<file path="config.mk">
export PLATFORM = sky130hd
export DESIGN_NAME = pcs_startup_seq
export DESIGN_NICKNAME = d
export VERILOG_FILES = /design/src/hdl/pcs_pkg.sv /design/src/hdl/pcs_sel_if.sv /design/src/hdl/pcs_sel_check.sv /design/src/hdl/pcs_startup_seq.sv
export SDC_FILE = /design/constraint.sdc
export NUM_CORES = 1
export LEC_CHECK = 0
export BUFFER_PORTS_ARGS = -buffer_cell sky130_fd_sc_hd__clkbuf_2
export CORE_MARGIN = 2
export CORE_UTILIZATION = 60
export DETAILED_ROUTE_END_ITERATION = 8
export PLACE_DENSITY_LB_ADDON = 0.12
export SYNTH_ARGS = -nofsm -noshare
export SYNTH_HDL_FRONTEND = slang
export SYNTH_SLANG_ARGS = --single-unit
export TNS_END_PERCENT = 20
</file>
<file path="constraint.sdc">
create_clock -name ref_clk_in -period 6 [get_ports ref_clk_in]
set_input_delay 0.6 -clock ref_clk_in [delete_from_list [all_inputs] [get_ports ref_clk_in]]
set_output_delay 0.6 -clock ref_clk_in [all_outputs]
set_load 0.01 [all_outputs]
</file>
<file path="src/hdl/pcs_pkg.sv">
package pcs_pkg;
  // Startup clock choice
  typedef enum logic [0:0] {PCS_CLK_CONFIG, PCS_CLK_USER} pcs_clk_sel_t;
  // Length count alignment method
  typedef enum logic [0:0] {PCS_ALIGN_LENGTH, PCS_ALIGN_DONE} pcs_align_t;
  // Event codes shared by all three selections
  typedef enum logic [3:0] {
    PCS_EV_C1 = 4'h0,
    PCS_EV_C2 = 4'h1,
    PCS_EV_C3 = 4'h2,
    PCS_EV_C4 = 4'h3,
    PCS_EV_U2 = 4'h4,
    PCS_EV_U3 = 4'h5,
    PCS_EV_U4 = 4'h6,
    PCS_EV_DI = 4'h7,
    PCS_EV_DI1 = 4'h8,
    PCS_EV_DI2 = 4'h9
  } pcs_event_t;
  localparam pcs_event_t PCS_DONE_DEFAULT = PCS_EV_C1;
  localparam pcs_event_t PCS_GSR_DEFAULT = PCS_EV_C3;
  localparam pcs_event_t PCS_IO_DEFAULT = PCS_EV_C2;
  localparam logic [2:0] PCS_CNT_W_MAX = 3'h4;
  localparam logic [1:0] PCS_DI_MAX = 2'h2;
  localparam int PCS_CFG_DIV = 4;
  localparam logic [1:0] PCS_CFG_DIV_LAST = 2'(PCS_CFG_DIV - 1);
endpackage : pcs_pkg

</file>
<file path="src/hdl/pcs_sel_if.sv">
`timescale 1ns/10ps
interface pcs_sel_if;
  import pcs_pkg::*;
  pcs_clk_sel_t clk_sel;
  logic sync;
  pcs_event_t done_ev;
  pcs_event_t gsr_ev;
  pcs_event_t io_ev;
  logic done_ok;
  logic gsr_ok;
  logic io_ok;
  modport checker_mp (input clk_sel, sync, done_ev, gsr_ev, io_ev,
    output done_ok, gsr_ok, io_ok);
  modport top_mp (output clk_sel, sync, done_ev, gsr_ev, io_ev,
    input done_ok, gsr_ok, io_ok);
endinterface : pcs_sel_if

</file>
<file path="src/hdl/pcs_sel_check.sv">
`timescale 1ns/10ps
module pcs_sel_check
(
  pcs_sel_if.checker_mp sel
);
  import pcs_pkg::*;
  // Allowed completion choices
  function automatic logic pcs_done_valid(input pcs_clk_sel_t c, input logic s,
    input pcs_event_t e);
    logic r;
    r = 1'b0;
    if (c == PCS_CLK_CONFIG)
      r = s ? (e <= PCS_EV_C3) : (e <= PCS_EV_C4);
    else
      r = s ? (e == PCS_EV_C1 || e == PCS_EV_U2)
            : (e == PCS_EV_C1 || (e >= PCS_EV_U2 && e <= PCS_EV_U4));
    return r;
  endfunction : pcs_done_valid
  // Allowed release choices, shared by reset and I/O release
  function automatic logic pcs_rel_valid(input pcs_clk_sel_t c, input logic s,
    input pcs_event_t e);
    logic r;
    r = 1'b0;
    if (c == PCS_CLK_CONFIG)
      r = s ? (e == PCS_EV_C2 || e == PCS_EV_C3 || e == PCS_EV_DI || e == PCS_EV_DI1)
            : (e >= PCS_EV_C2 && e <= PCS_EV_C4);
    else
      r = s ? (e == PCS_EV_U2 || (e >= PCS_EV_DI && e <= PCS_EV_DI2))
            : (e >= PCS_EV_U2 && e <= PCS_EV_U4);
    return r;
  endfunction : pcs_rel_valid
  assign sel.done_ok = pcs_done_valid(sel.clk_sel, sel.sync, sel.done_ev);
  assign sel.gsr_ok = pcs_rel_valid(sel.clk_sel, sel.sync, sel.gsr_ev);
  assign sel.io_ok = pcs_rel_valid(sel.clk_sel, sel.sync, sel.io_ev);
endmodule : pcs_sel_check

</file>
<file path="src/hdl/pcs_startup_seq.sv">
`timescale 1ns/10ps
module pcs_startup_seq
(
  // Clock and reset
  input wire logic ref_clk_in,
  input wire logic rst_n_in,
  // Configuration progress
  input wire logic [23:0] length_count_target_in,
  input wire logic config_bit_strobe_in,
  input wire logic cclk_is_output_in,
  input wire logic cclk_pin_in,
  input wire pcs_pkg::pcs_align_t length_count_alignment_in,
  // Startup selections
  input wire pcs_pkg::pcs_clk_sel_t startup_clock_select_in,
  input wire logic sync_to_done_input_in,
  input wire pcs_pkg::pcs_event_t completion_assert_event_in,
  input wire pcs_pkg::pcs_event_t global_reset_release_event_in,
  input wire pcs_pkg::pcs_event_t io_release_event_in,
  // Startup clocks and done line
  input wire logic user_clk_in,
  input wire logic done_input_signal_in,
  // Outputs
  output logic cclk_pin_out,
  output logic cclk_pin_oe_out,
  output logic completion_out,
  output logic global_set_reset_out,
  output logic io_tristate_out,
  output logic selection_error_out,
  output logic startup_finished_out
);
  import pcs_pkg::*;

  typedef enum logic [1:0] {PCS_ST_LOAD, PCS_ST_RUN, PCS_ST_END} pcs_state_t;

  pcs_sel_if sel ();
  pcs_state_t state_reg, state_next;
  logic [23:0] bits_reg;
  logic [1:0] osc_reg;
  logic cclk_reg;
  logic cclk_prev_reg, user_s1_reg, user_s2_reg, user_prev_reg;
  logic di_s1_reg, di_s2_reg;
  logic [2:0] c_cnt_reg;
  logic [2:0] u_cnt_reg;
  logic [1:0] di_cnt_reg;
  logic done_reg, gsr_rel_reg, io_rel_reg, err_reg;

  assign sel.clk_sel = startup_clock_select_in;
  assign sel.sync = sync_to_done_input_in;
  assign sel.done_ev = completion_assert_event_in;
  assign sel.gsr_ev = global_reset_release_event_in;
  assign sel.io_ev = io_release_event_in;

  pcs_sel_check u_check (
    .sel(sel)
  );

  // Configuration clock source and edges
  wire cclk_now = cclk_is_output_in ? cclk_reg : cclk_pin_in;
  wire cclk_rise = cclk_now && !cclk_prev_reg;
  wire user_rise = user_s2_reg && !user_prev_reg;
  wire start_rise = (startup_clock_select_in == PCS_CLK_USER) ? user_rise : cclk_rise;
  // Completion alignment meets the length count one bit before the target
  wire [23:0] lc_goal = (length_count_alignment_in == PCS_ALIGN_DONE) ?
    24'(length_count_target_in - 24'h1) : length_count_target_in;
  wire lc_met = (state_reg == PCS_ST_LOAD) && (bits_reg >= lc_goal) && cclk_rise;
  wire running = (state_reg == PCS_ST_RUN);
  wire sel_ok = sel.done_ok && sel.gsr_ok && sel.io_ok;

  // Event hit for a given code
  function automatic logic pcs_hit(input pcs_event_t e, input logic [2:0] c,
    input logic [2:0] u, input logic di, input logic [1:0] dn);
    logic r;
    r = 1'b0;
    case (e)
      PCS_EV_C1: r = (c >= 3'h1);
      PCS_EV_C2: r = (c >= 3'h2);
      PCS_EV_C3: r = (c >= 3'h3);
      PCS_EV_C4: r = (c >= 3'h4);
      PCS_EV_U2: r = (u >= 3'h2);
      PCS_EV_U3: r = (u >= 3'h3);
      PCS_EV_U4: r = (u >= 3'h4);
      PCS_EV_DI: r = di;
      PCS_EV_DI1: r = (dn >= 2'h1);
      PCS_EV_DI2: r = (dn >= 2'h2);
      default: r = 1'b0;
    endcase
    return r;
  endfunction : pcs_hit

  wire done_hit = pcs_hit(completion_assert_event_in, c_cnt_reg, u_cnt_reg, di_s2_reg,
    di_cnt_reg);
  // With sync, releases also wait for done input high
  wire sync_gate = !sync_to_done_input_in || di_s2_reg;
  wire gsr_hit = sync_gate && pcs_hit(global_reset_release_event_in, c_cnt_reg, u_cnt_reg,
    di_s2_reg, di_cnt_reg);
  wire io_hit = sync_gate && pcs_hit(io_release_event_in, c_cnt_reg, u_cnt_reg, di_s2_reg,
    di_cnt_reg);
  wire all_done = done_reg && gsr_rel_reg && io_rel_reg;

  always_comb
  begin
    state_next = state_reg;
    case (state_reg)
      PCS_ST_LOAD: if (lc_met && sel_ok) state_next = PCS_ST_RUN;
      PCS_ST_RUN: if (all_done) state_next = PCS_ST_END;
      default: state_next = state_reg;
    endcase
  end

  // Internal oscillator divider
  always_ff @(posedge ref_clk_in)
  begin
    if (!rst_n_in) osc_reg <= 2'h0;
    else osc_reg <= (osc_reg == PCS_CFG_DIV_LAST) ? 2'h0 : 2'(osc_reg + 2'h1);
  end

  always_ff @(posedge ref_clk_in)
  begin
    if (!rst_n_in) cclk_reg <= 1'b0;
    else if (osc_reg == PCS_CFG_DIV_LAST) cclk_reg <= !cclk_reg;
  end

  // Edge detect and done input synchroniser
  always_ff @(posedge ref_clk_in)
  begin
    if (!rst_n_in)
    begin
      cclk_prev_reg <= 1'b0;
      user_s1_reg <= 1'b0;
      user_s2_reg <= 1'b0;
      user_prev_reg <= 1'b0;
      di_s1_reg <= 1'b0;
      di_s2_reg <= 1'b0;
    end
    else
    begin
      cclk_prev_reg <= cclk_now;
      user_s1_reg <= user_clk_in;
      user_s2_reg <= user_s1_reg;
      user_prev_reg <= user_s2_reg;
      di_s1_reg <= done_input_signal_in;
      di_s2_reg <= di_s1_reg;
    end
  end

  always_ff @(posedge ref_clk_in)
  begin
    if (!rst_n_in) bits_reg <= 24'h0;
    else if (state_reg == PCS_ST_LOAD && config_bit_strobe_in && bits_reg != 24'hFFFFFF)
      bits_reg <= 24'(bits_reg + 24'h1);
  end

  // Config edges, with the length count edge as edge one
  always_ff @(posedge ref_clk_in)
  begin
    if (!rst_n_in) c_cnt_reg <= 3'h0;
    else if (lc_met && sel_ok) c_cnt_reg <= 3'h1;
    else if (running && cclk_rise && c_cnt_reg < PCS_CNT_W_MAX)
      c_cnt_reg <= 3'(c_cnt_reg + 3'h1);
  end

  // User edges counted after config edge one
  always_ff @(posedge ref_clk_in)
  begin
    if (!rst_n_in) u_cnt_reg <= 3'h0;
    else if (running && user_rise && u_cnt_reg < PCS_CNT_W_MAX)
      u_cnt_reg <= (u_cnt_reg == 3'h0) ? 3'h2 : 3'(u_cnt_reg + 3'h1);
  end

  always_ff @(posedge ref_clk_in)
  begin
    if (!rst_n_in) di_cnt_reg <= 2'h0;
    else if (running && di_s2_reg && start_rise && di_cnt_reg < PCS_DI_MAX)
      di_cnt_reg <= 2'(di_cnt_reg + 2'h1);
  end

  // Releases are sticky until reset
  always_ff @(posedge ref_clk_in)
  begin
    if (!rst_n_in)
    begin
      done_reg <= 1'b0;
      gsr_rel_reg <= 1'b0;
      io_rel_reg <= 1'b0;
    end
    else if (running)
    begin
      done_reg <= done_reg || done_hit;
      gsr_rel_reg <= gsr_rel_reg || gsr_hit;
      io_rel_reg <= io_rel_reg || io_hit;
    end
  end

  always_ff @(posedge ref_clk_in)
  begin
    if (!rst_n_in) err_reg <= 1'b0;
    else if (state_reg == PCS_ST_LOAD) err_reg <= !sel_ok;
  end

  always_ff @(posedge ref_clk_in)
  begin
    if (!rst_n_in) state_reg <= PCS_ST_LOAD;
    else state_reg <= state_next;
  end

  assign cclk_pin_out = cclk_reg;
  assign cclk_pin_oe_out = cclk_is_output_in;
  assign completion_out = done_reg;
  assign global_set_reset_out = !gsr_rel_reg;
  assign io_tristate_out = !io_rel_reg;
  assign selection_error_out = err_reg;
  assign startup_finished_out = (state_reg == PCS_ST_END);

  a_release_sticky: assert property (@(posedge ref_clk_in) disable iff (!rst_n_in)
    $rose(io_rel_reg) |=> io_rel_reg[*8])
    else $error("io release dropped");
  a_gsr_sticky: assert property (@(posedge ref_clk_in) disable iff (!rst_n_in)
    !global_set_reset_out |=> !global_set_reset_out)
    else $error("global reset reasserted");
  a_done_needs_run: assert property (@(posedge ref_clk_in) disable iff (!rst_n_in)
    $rose(done_reg) |-> $past(running) && $past(c_cnt_reg) >= 3'h1)
    else $error("completion before length count");
  a_sync_waits_di: assert property (@(posedge ref_clk_in) disable iff (!rst_n_in)
    $rose(io_rel_reg) && sync_to_done_input_in |-> $past(di_s2_reg))
    else $error("io released before done input");
  a_gsr_sync_wait: assert property (@(posedge ref_clk_in) disable iff (!rst_n_in)
    $rose(gsr_rel_reg) && sync_to_done_input_in |-> $past(di_s2_reg))
    else $error("reset released before done input");
  a_plus_two_edges: assert property (@(posedge ref_clk_in) disable iff (!rst_n_in)
    $rose(di_cnt_reg == 2'h2) |-> $past(start_rise) && $past(di_s2_reg))
    else $error("plus count without startup edge");
  a_user_after_c1: assert property (@(posedge ref_clk_in) disable iff (!rst_n_in)
    $rose(u_cnt_reg != 3'h0) |-> $past(c_cnt_reg) >= 3'h1 && u_cnt_reg == 3'h2)
    else $error("user edge count wrong");
  a_bad_select_hold: assert property (@(posedge ref_clk_in) disable iff (!rst_n_in)
    state_reg == PCS_ST_LOAD && !sel_ok |=> state_reg == PCS_ST_LOAD)
    else $error("startup left load on bad selection");
  a_osc_drive: assert property (@(posedge ref_clk_in) disable iff (!rst_n_in)
    cclk_is_output_in && osc_reg == PCS_CFG_DIV_LAST |=> cclk_pin_out != $past(cclk_pin_out))
    else $error("oscillator did not toggle");

  c_finished: cover property (@(posedge ref_clk_in) disable iff (!rst_n_in)
    $rose(startup_finished_out));
  c_user_clock: cover property (@(posedge ref_clk_in) disable iff (!rst_n_in)
    startup_clock_select_in == PCS_CLK_USER && $rose(done_reg));
  c_sync_release: cover property (@(posedge ref_clk_in) disable iff (!rst_n_in)
    sync_to_done_input_in && $rose(io_rel_reg));
  c_bad_select: cover property (@(posedge ref_clk_in) disable iff (!rst_n_in)
    $rose(selection_error_out));
endmodule : pcs_startup_seq

</file>
==> results of run 1 <==
==> synthesized netlist by cell type, types with 4 or more instances <==
cell type	instances
nand4_1	14
nor4_1	4
xor2_1	10
and4_1	4
a21oi_1	15
and2_1	29
inv_1	17
ha_1	37
clkbuf_1	14
o21a_1	6
nor2b_1	12
a31oi_1	6
nor2_1	24
dfxtp_1	47
nand3_1	9
and3_1	10
a211oi_1	5
nor3_1	14
or3_1	10
a2111oi_0	5
nor3b_1	5
a21o_1	4
nand2b_1	5
o21ai_0	33
nand2_1	28
xnor2_1	35
==> through the flow <==
stage / power (mW) / hold slack [ps] / cell area (um2) / utilization, % / std cells
final: 0.6843 / 432.6 / 4065 / 69.07 / 564
after detailed placement: 0.4186 / 423.3 / 3933 / 66.82 / 556
after CTS: 0.6912 / 435.8 / 4065 / 69.07 / 564
after global routing: 0.7130 / 452.6 / 4065 / 69.07 / 564
after floorplan: 0.3827 / 403.3 / 3649 / - / 446
after global placement: 0.4150 / 412.5 / 3933 / 66.82 / 556
==> power by group <==
| group | switching [mW] | internal, mW | leakage, nW |
|---|---|---|---|
| clock network | 0.106 | 0.167 | 0.0654 |
| registers | 0.00371 | 0.318 | 0.381 |
| logic | 0.0504 | 0.0397 | 1.20 |
| total | 0.160 | 0.524 | 1.65 |
==> placed cells by master, fill, tap and decap left out, drive strengths merged, types with 16 or more instances in the layout <==
cell type	synthesis	routed
clkbuf	15	58
dfxtp	47	47
ha	37	37
xnor2	35	35
o21ai	33	33
and2	29	29
nand2	28	28
nor2	24	24
inv	17	17
nor3	16	16
==> final timing paths <==
check | startpoint | end
hold / removal | osc_reg[0] | osc_reg[0]
setup reg to reg | bits_reg[0] | c_cnt_reg[0]
setup / recovery | length_count_target_in[0] | c_cnt_reg[0]
hold reg to reg | osc_reg[0] | osc_reg[0]
==> cell families (layout without fill, tap and decap cells) <==
family / after synthesis / count (layout) / synth area share, %
AND/OR/NAND/NOR: 184 / 184 / 29.01
multiplexers: 3 / 3 / 0.8231
buffers and inverters: 34 / 77 / 3.669
adder cells (fa/ha/maj): 37 / 37 / 12.69
flip-flops: 47 / 47 / 25.79
XOR/XNOR: 45 / 45 / 10.80
AO/OA/AOI/OAI: 96 / 96 / 17.22
==> layout make-up <==
| class | instances | area, um2 | share of cell area (%) |
|---|---|---|---|
| Sequential cell | 47 | 940.9 | 23.15 |
| Timing Repair Buffer | 52 | 260.3 | 6.402 |
| Inverter | 17 | 63.81 | 1.570 |
| Clock buffer | 6 | 72.57 | 1.785 |
| Clock inverter | 2 | 60.06 | 1.477 |
| Multi-Input combinational cell | 365 | 2574 | 63.31 |
| Tap cell | 75 | 93.84 | 2.308 |
==> layer usage <==
metal	vias up	share of wire (%)	global-route usage (%)
li1	1702	-	-
met1	1512	44	30.84
met4	0	2.8	11.00
met3	18	5.0	2.418
met5	-	0	0
met2	95	48	45.12
==> metrics.md, run 1 <==
| Metric | Value |
|---|---|
| Total CTS buffers | 5 |
| RSZ-0062 raised after global routing | false |
| Via count | 3327 |
| Data arrival, critical path | 3910 ps |
| Max cap viols | 0 |
| Top cell family by delay on the critical path | simple AND/OR/NAND/NOR gates |
| Clock Latency Late Sink | 300 ps |
| Die extent in x | 81.98 um |
| Post-Syn Area | 0.003648 mm2 |
| Critical Path RT | 6240 ps |
| Cell depth of the worst setup path | 14 |
| CTS resizes | 0 |
| H-tree Lvls | 2 |
| GR Overflow Total | 0 |
| Largest register FFs | 24 |
| Count of state elements after synthesis | 47 |
| Critical path's slowest cell | or4_1 |
| Final period util | 61.21% |
| Area Overhead vs Synth | 11.42% |
| Die Y | 81.98 um |
| Global-route wire length before repair | 13.46 mm |
| # rows | 28 |
| Leak | 1.646 nW |
| Most used flip-flop cell after synthesis | dfxtp_1 |
| WHS Path Cells | 1 |
| CP endpoint kind | flip-flop |
| Max Clock Freq | 272.3 MHz |
| WL/cell | 14.19 um |
| Starting DRT DRC Count | 128 |
| Initial Utilization | 61.99% |
| Least-Margin Pin Slew | 745.5 ps |
| Cells taking the most area after synthesis | dfxtp_1, ha_1, xnor2_1 |
| Post-synthesis area per instance | 8.180 um2 |
| Pre-antenna DRT Iters | 4 |
| Largest net degree at the start of global routing | 49 |
| Final Max Slew Viols | 0 |
| Filler cell count | 501 |
| Final WS setup | 2327 ps |
| CTS max path bufs | 2 |
| Setup violations, final | 0 |
| DP Wirelength | 6.253 mm |
| Routability cong. | 0.9142 |
| Netlist cell types | 54 |
| Max incr delay on CP | 490 ps |
| Total GRT Usage | 25.33% |
| Postcts setup bufs | 0 |
| DR DRC count | 0 |
| Yosys warns | 0 |
| Max rail drop VDD | 0.0001321 V |
| Syn_nets | 529 |
| Clock sink count | 47 |
| Fraction of registers with async set/reset | 0% |
| CP startpoint kind | input port |
| Hold_buf cts | 0 |
| WP buf/inv | 2 |
| Crit Path Category | in -> reg |
| Die area | 0.006721 mm2 |
| Area leader, netlist | dfxtp_1 |
| Post-synth top area share | 25.79% |
| HP Class | reg -> reg |
| Antenna violations before repair | 0 |
| Syn Inst Count | 446 |
| CTS tree | yes |
| Clk_skew | 6.662 ps |
| Register area share after synthesis | 25.79% |
| Number of synthesized flops with an enable pin | 0 |
| Slew Limit Headroom | 50.30% |
| CORE AREA | 0.005886 mm2 |
| IO Count | 53 |
| Clock slew at reported path FFs | 80 ps |
| Nets | 571 |
| R2R setup slack | 3750 ps |
| Worst-path cell chain | clkbuf_2, inv_1, ha_1, nand4bb_1, or4_1, or3_1, nor3_1, xnor2_1, ha_1, nand4_1, a2111oi_0, a2111oi_0, a21oi_1, o21a_1 |
| Layout cell share with drive strength beyond 1 | 13.70% |
| Status | complete, no violations |
| Setup WS pre-CTS | 2036 ps |
| Cell chosen for the clock root | clkbuf_8 |
| Setup Total Neg Slack | 0 ps |
| Endpoints failing hold | 0 |
| Vias per cell | 5.899 |
| PortBufs | 52 |
| Vias in the first global route | 3064 |
| # diodes | 0 |
| CP max FO | 4 |
| Routed Antenna Nets | 0 |
| Reg2Reg Depth | 8 |
| Tmin final | 3673 ps |
| Power density cells | 168.3 mW/mm2 |
| Detailed Route WL | 8.003 mm |
No activity file was read; power rests on OpenSTA's default activity.
==> inputs of run 2 (changes only) <==
CORE_UTILIZATION = 53   (was 60)
clock period = 3.05 ns   (was 6 ns; I/O delays follow)
==> run 2 against run 1 <==
Against the previous run: the run now ends with setup timing left; sequential cell count unchanged; via count increased by 3.4%; cell area increased by 8.6%; clock-buffer cell count decreased by 1; power increased by 100%; critical path type unchanged; largest cell class unchanged; largest power group unchanged; highest routed layer unchanged.
==> metrics.md, run 2 (synthesis results as in run 1) <==
| Metric | Value |
|---|---|
| Endpoints failing hold | 0 (unchanged) |
| Pre-antenna DRT Iters | 4 (unchanged) |
| H-tree Lvls | 2 (unchanged) |
| IO Count | 53 (unchanged) |
| Vias in the first global route | 3137 (+2.4%) |
| Detailed Route WL | 8.411 mm (+5.1%) |
| Worst-path cell chain | clkbuf_2, or3_4, or3_4, buf_4, or3_4, nor3_4, xnor2_1, ha_1, buf_4, a21oi_2, nor2b_1, a2111oi_2, a21oi_2, o21a_1 |
| DP Wirelength | 6.529 mm (+4.4%) |
| Final WS setup | -40.23 ps (-2368 ps) |
| Leak | 1.819 nW (+11%) |
| Fin area | 0.004414 mm2 (+8.6%) |
| Die extent in x | 86.97 um (+6.1%) |
| WL/cell | 14.02 um (-1.2%) |
| Placed inst area | 0.004165 mm2 (+5.9%) |
| Slew Limit Headroom | 49.18% (-1.1 points) |
| Top cell family by delay on the critical path | simple AND/OR/NAND/NOR gates |
| Routed Antenna Nets | 0 (unchanged) |
| Max rail drop VDD | 0.0001681 V (+27%) |
| Layout cell share with drive strength beyond 1 | 22.50% (+8.8 points) |
| Reg2reg start | bits_reg[0] |
| Largest register FFs | 24 (unchanged) |
| Data arrival, critical path | 3300 ps (-610 ps) |
| CP max FO | 4 (unchanged) |
| CORE AREA | 0.006719 mm2 (+14%) |
| Min-Delay Startpoint | user_clk_in |
| Status | finished with violations |
| Clock slew at reported path FFs | 100 ps (+20 ps) |
| Tmin final | 3090 ps |
| Initial Utilization | 54.30% (-7.7 points) |
| Critical Path RT | 3260 ps (-2980 ps) |
| GR Overflow Total | 0 (unchanged) |
| Cell mode on critical path | or3_4 |
| Clock sink count | 47 (unchanged) |
| Die Y | 86.97 um (+6.1%) |
| Antenna violations before repair | 0 (unchanged) |
| Final period util | 101.3% |
| Filler cell count | 591 (+18%) |
| Largest net degree at the start of global routing | 49 (unchanged) |
| Max cap viols | 0 (unchanged) |
| Final cell utilization of the core | 65.70% (-3.4 points) |
| Setup WS pre-CTS | -555.0 ps (-2591 ps) |
| RSZ-0062 raised after global routing | true |
| CP startpoint kind | input port |
| Setup violations, final | 2 (+2) |
| Critical path's slowest cell | or3_4 |
| Area Overhead vs Synth | 20.99% |
| Max incr delay on CP | 420 ps (-70 ps) |
| Most common cell after layout, fill and taps aside | clkbuf_2 |
| Total CTS buffers | 5 (unchanged) |
| CP endpoint kind | flip-flop |
| Cell chosen for the clock root | clkbuf_8 |
| Via count | 3439 (+3.4%) |
| # diodes | 0 (unchanged) |
| Clock Latency Late Sink | 310 ps (about the same) |
| Total GRT Usage | 23.15% (-2.2 points) |
| Least-Margin Pin Slew | 762.3 ps (+16.76 ps) |
| Global-route wire length before repair | 14.18 mm (+5.4%) |
| Die area | 0.007564 mm2 (+13%) |
| Vias per cell | 5.732 (-2.8%) |
| CTS tree | yes |
| Routability cong. | 0.9022 (-1.3%) |
| Min Hold Slack | 208.2 ps (-224.4 ps) |
| Crit Path Category | in -> reg |
| Final Max Slew Viols | 0 (unchanged) |
| Clk_skew | 11.03 ps (+4.372 ps) |
| Power density cells | 315.1 mW/mm2 (+87%) |
| # rows | 30 (+7.1%) |
| CTS max path bufs | 2 (unchanged) |
| WP buf/inv | 3 (+1) |
| DR DRC count | 0 (unchanged) |
| Violated checks | setup timing |
| Starting DRT DRC Count | 145 (+13%) |
| PortBufs | 52 (unchanged) |
| Max Clock Freq | 323.6 MHz |
| HP Class | in -> reg |
| Nets | 602 (+5.4%) |
| Most frequent cells in the layout | clkbuf_2, dfxtp_1, ha_1 |
| Crit path launch | length_count_target_in[11] |
-- run 2: cell types whose count changed in the layout (fill, tap and decap cells not counted), moves of 3 or more --
cell	before	now
or3_4	0	4
nor3_1	14	11
a21oi_2	0	3
buf_4	0	31
a21oi_1	15	12
or3_1	10	6
-- run 2: cell type report --
type                            instances  area [um2]  area share, %
Inverter                               17       63.81          1.446
Multi-Input combinational cell        365        2676          60.63
Tap cell                               80       100.1          2.268
Timing Repair Buffer                   83       493.0          11.17
Clock inverter                          3       71.32          1.616
Clock buffer                            5       68.82          1.559
Sequential cell                        47       940.9          21.32
-- run 2: what timing repair did --
| action | 4_1_cts | 5_1_grt |
|---|---|---|
| endpoints found under the setup margin | 4 | 4 |
| setup buffers | 3 | 1 |
| hold buffers | 0 | 0 |
| hold endpoints to repair | 0 | 0 |
| resized for setup | 14 | 5 |
| pin swaps | 10 | 3 |
-- run 2: power by group --
part	switching (mW)	internal [mW]	leakage (nW)
combinational	0.104	0.0975	1.37
clock	0.224	0.333	0.0703
sequential	0.00728	0.625	0.381
-- run 2: path summary, 6_finish.rpt --
kind	to	slack (ps)	cells after the start
min reg2reg	osc_reg[0]	430	1
min	user_s1_reg	210	2
max reg2reg	c_cnt_reg[0]	930	8
max	c_cnt_reg[0]	-40	14
-- run 2: through the flow --
stage,std cells,setup TNS (ps),total power [mW]
3_5_place_dp,589,-2163,0.8421
3_3_place_gp,589,-1189,0.8358
4_1_cts,599,0,1.402
5_1_grt,600,-465.3,1.460
2_1_floorplan,446,-109.2,0.7531
6_report,600,-78.85,1.391
-- run 2: metal layers --
metal	track usage [%]	vias up	part of all wire (%)
met5	0	-	0
met4	5.540	0	1.0
met3	3.507	11	6.0
met2	39.14	104	46
met1	30.93	1556	47
li1	-	1768	-
==> inputs of run 3 (changes only) <==
CORE_UTILIZATION = 52   (was 53)
SYNTH_HIERARCHICAL = 1   (was unset)
==> run 3 against run 2 <==
Against the previous run: the run still ends with setup timing left; combinational power shrank 5%; register-to-register slack worse by 70 ps; critical path depth shrank 2; cell area shrank 5.1%; area after synthesis fell by 1.2%; clock-buffer cell count increased by 2; die area rose by 0.63%; critical endpoint is now c_cnt_reg[1]; clock skew rose by 4.8 ps; setup slack got worse by 33 ps; clock power down 30%; final cell count shrank 1.8%; sequential power hardly changed.
==> metrics.md, run 3 <==
| Metric | Value |
|---|---|
| Max Clock Freq | 320.1 MHz (-1.1%) |
| Syn Inst Count | 436 (-2.2%) |
| WL/cell | 13.74 um (-2.0%) |
| Clock sink count | 47 (unchanged) |
| Die Y | 87.25 um (+0.32%) |
| Critical Path RT | 3230 ps (-30 ps) |
| Slew Limit Headroom | 47.54% (-1.6 points) |
| RSZ-0062 raised after global routing | true |
| Post-synth top area share | 26.11% (+0.32 points) |
| Setup violations, final | 3 (+1) |
| Cells taking the most area after synthesis | dfxtp_1, ha_1, xnor2_1 |
| Max rail drop VDD | 0.0001966 V (+17%) |
| Antenna violations before repair | 0 (unchanged) |
| Fraction of registers with async set/reset | 0% (unchanged) |
| Power density cells | 290.3 mW/mm2 (-7.9%) |
| Crit Path Category | in -> reg |
| Status | finished with violations |
| Setup Total Neg Slack | -138.9 ps (-60.03 ps) |
| Area Overhead vs Synth | 16.22% |
| Clock slew at reported path FFs | 80 ps (-20 ps) |
| Post-synthesis area per instance | 8.265 um2 (+1.0%) |
| Vias in the first global route | 2950 (-6.0%) |
| Routability cong. | 0.8784 (-2.6%) |
| Endpoints failing hold | 0 (unchanged) |
| Final std cells w/o fill | 589 (-1.8%) |
| Global-route wire length before repair | 13.32 mm (-6.0%) |
| Clk_skew | 15.84 ps (+4.809 ps) |
| Largest register FFs | 24 (unchanged) |
| Routed Antenna Nets | 0 (unchanged) |
| H-tree Lvls | 2 (unchanged) |
| DR DRC count | 0 (unchanged) |
| Initial Utilization | 53.33% (-0.97 points) |
| Total power | 1.216 mW (-13%) |
| Area leader, netlist | dfxtp_1 |
| Most used flip-flop cell after synthesis | dfxtp_1 |
| Post-Syn Area | 0.003603 mm2 (-1.2%) |
| Count of state elements after synthesis | 47 (unchanged) |
| PortBufs | 52 (unchanged) |
| Nets | 590 (-2.0%) |
| Most common cell after layout, fill and taps aside | clkbuf_2 |
| Yosys warns | 6 (+6) |
| Final cell utilization of the core | 61.98% (-3.7 points) |
| Synth top cells by count | dfxtp_1, ha_1, xnor2_1 |
| Netlist cell types | 55 (+1.9%) |
| Violated checks | setup timing |
| CP startpoint kind | input port |
| Total CTS buffers | 5 (unchanged) |
| GR Overflow Total | 0 (unchanged) |
| CP max FO | 5 (+1) |
| Final WS setup | -73.64 ps (-33.40 ps) |
| Gate power share | 15.8% (+1.3 points) |
| Starting DRT DRC Count | 102 (-30%) |
| CORE AREA | 0.006756 mm2 (+0.56%) |
| Clock Latency Late Sink | 300 ps (about the same) |
| Number of synthesized flops with an enable pin | 0 (unchanged) |
| Leak | 1.776 nW (-2.3%) |
| Int Pwr | 0.9009 mW (-15%) |
| Final Max Slew Viols | 0 (unchanged) |
| Pre-antenna DRT Iters | 4 (unchanged) |
| HP Class | in -> reg |
| Most frequent cells in the layout | clkbuf_2, dfxtp_1, ha_1 |
| Clock share of power | 32.0% (-8.0 points) |
| # rows | 30 (unchanged) |
| CTS tree | yes |
| IO Count | 53 (unchanged) |
| Vias per cell | 5.608 (-2.2%) |
| Total GRT Usage | 21.68% (-1.5 points) |
| Switch share | 25.89% (+1.8 points) |
| Largest net degree at the start of global routing | 51 (+4.1%) |
| Most common cell in the netlist | dfxtp_1 |
| Die area | 0.007612 mm2 (+0.63%) |
| Die extent in x | 87.25 um (+0.32%) |
| Setup WS pre-CTS | -455.8 ps (+99.23 ps) |
| Net Switching | 0.3148 mW (-6.2%) |
| Least-Margin Pin Slew | 786.9 ps (+24.67 ps) |
| Final period util | 102.4% (+1.1 points) |
| # diodes | 0 (unchanged) |
| Max cap viols | 0 (unchanged) |
| Register area share after synthesis | 26.11% (+0.32 points) |
| DP Wirelength | 6.285 mm (-3.7%) |
| Reg power frac | 52.2% (+6.7 points) |
| Number of cells after detailed placement | 577 (-2.0%) |
| Via count | 3303 (-4.0%) |
| Syn_nets | 518 (-2.1%) |
| Layout cell share with drive strength beyond 1 | 18.86% (-3.6 points) |
| Tmin final | 3124 ps (+33.40 ps) |
| CP endpoint kind | flip-flop |
| Cell chosen for the clock root | clkbuf_8 |
| CTS max path bufs | 2 (unchanged) |
| Detailed Route WL | 8.094 mm (-3.8%) |
| Data arrival, critical path | 3310 ps (about the same) |
run 3: changes by cell type after synthesis, sizes merged, moves of 4 or more:
cell / previous run / this run
inv: 17 / 21
a2111oi: 5 / 1
a21oi: 15 / 24
or3: 10 / 1
xnor2: 35 / 31
clkbuf: 15 / 7
o21ai: 33 / 29
and3: 10 / 6
nor4: 4 / 10
nand3b: 0 / 5
xor2: 10 / 16
run 3: power groups by stage:
| stage | Clock (mW) | Sequential (mW) | Combinational [mW] |
|---|---|---|---|
| 2_1_floorplan | 0 | 0.647 | 0.103 |
| 6_report | 0.389 | 0.634 | 0.192 |
| 4_1_cts | 0.396 | 0.634 | 0.193 |
| 3_5_place_dp | 0 | 0.648 | 0.191 |
| 5_1_grt | 0.424 | 0.636 | 0.217 |
| 3_3_place_gp | 0 | 0.648 | 0.184 |
run 3: stage by stage:
stage,instance area [um2],hold WS (ps)
floorplan,3610,403.3
global placement,4056,411.0
finish,4188,215.8
CTS,4170,214.2
detailed placement,4056,428.1
global route,4188,208.3
run 3: worst max-delay path: stages:
cell and delay, ps:
clkbuf_2 90, or4_4 530, or4_4 480, nor3_1 280
nand2_1 110, xor2_1 160, ha_1 300, nand4_1 150
nor4_2 370, o2111a_1 270, o21ai_2 80, and3_1 180
run 3: layer usage:
layer | part of all wire, % | vias to the layer above | GRT usage (%)
met4 | 0.65 | 0 | 3.357
met2 | 48 | 46 | 36.78
met1 | 48 | 1532 | 29.56
li1 | - | 1719 | -
met3 | 2.8 | 6 | 3.412
met5 | 0 | - | 0
run 3: worst paths after layout:
path,slack [ps],depth (start not counted),end,from
worst max-delay path,-70,12,c_cnt_reg[1],length_count_target_in[9]
worst min-delay path,220,2,user_s1_reg,user_clk_in
worst min register to register,440,1,osc_reg[0],osc_reg[0]
worst max register to register,860,6,bits_reg[19],bits_reg[4]
run 3: cell families (layout without fill, tap and decap cells):
kind of cell | Yosys count | in the layout | synth area share [%]
simple gates | 178 | 178 | 28.75
compound gates | 94 | 94 | 16.63
xor+xnor | 47 | 47 | 11.42
flops | 47 | 47 | 26.11
fa+ha+maj | 36 | 36 | 12.50
buf+inv | 31 | 104 | 3.750
mux | 3 | 3 | 0.8334
run 3: layout make-up:
type / instances / area, um2
well taps: 80 / 100.1
clock buffers: 7 / 86.33
multi-input cells: 358 / 2540
repair buffers: 75 / 432.9
flip-flops and latches: 47 / 940.9
fillers: 633 / 2569
clock inverters: 1 / 8.758
inverters: 21 / 78.83
run 3: repair_timing:
action	in CTS	in global routing
pin swaps	3	2
hold endpoints to repair	0	0
setup endpoints to repair	4	4
buffers inserted	2	2
hold buffers	0	0
gates resized for setup	3	1
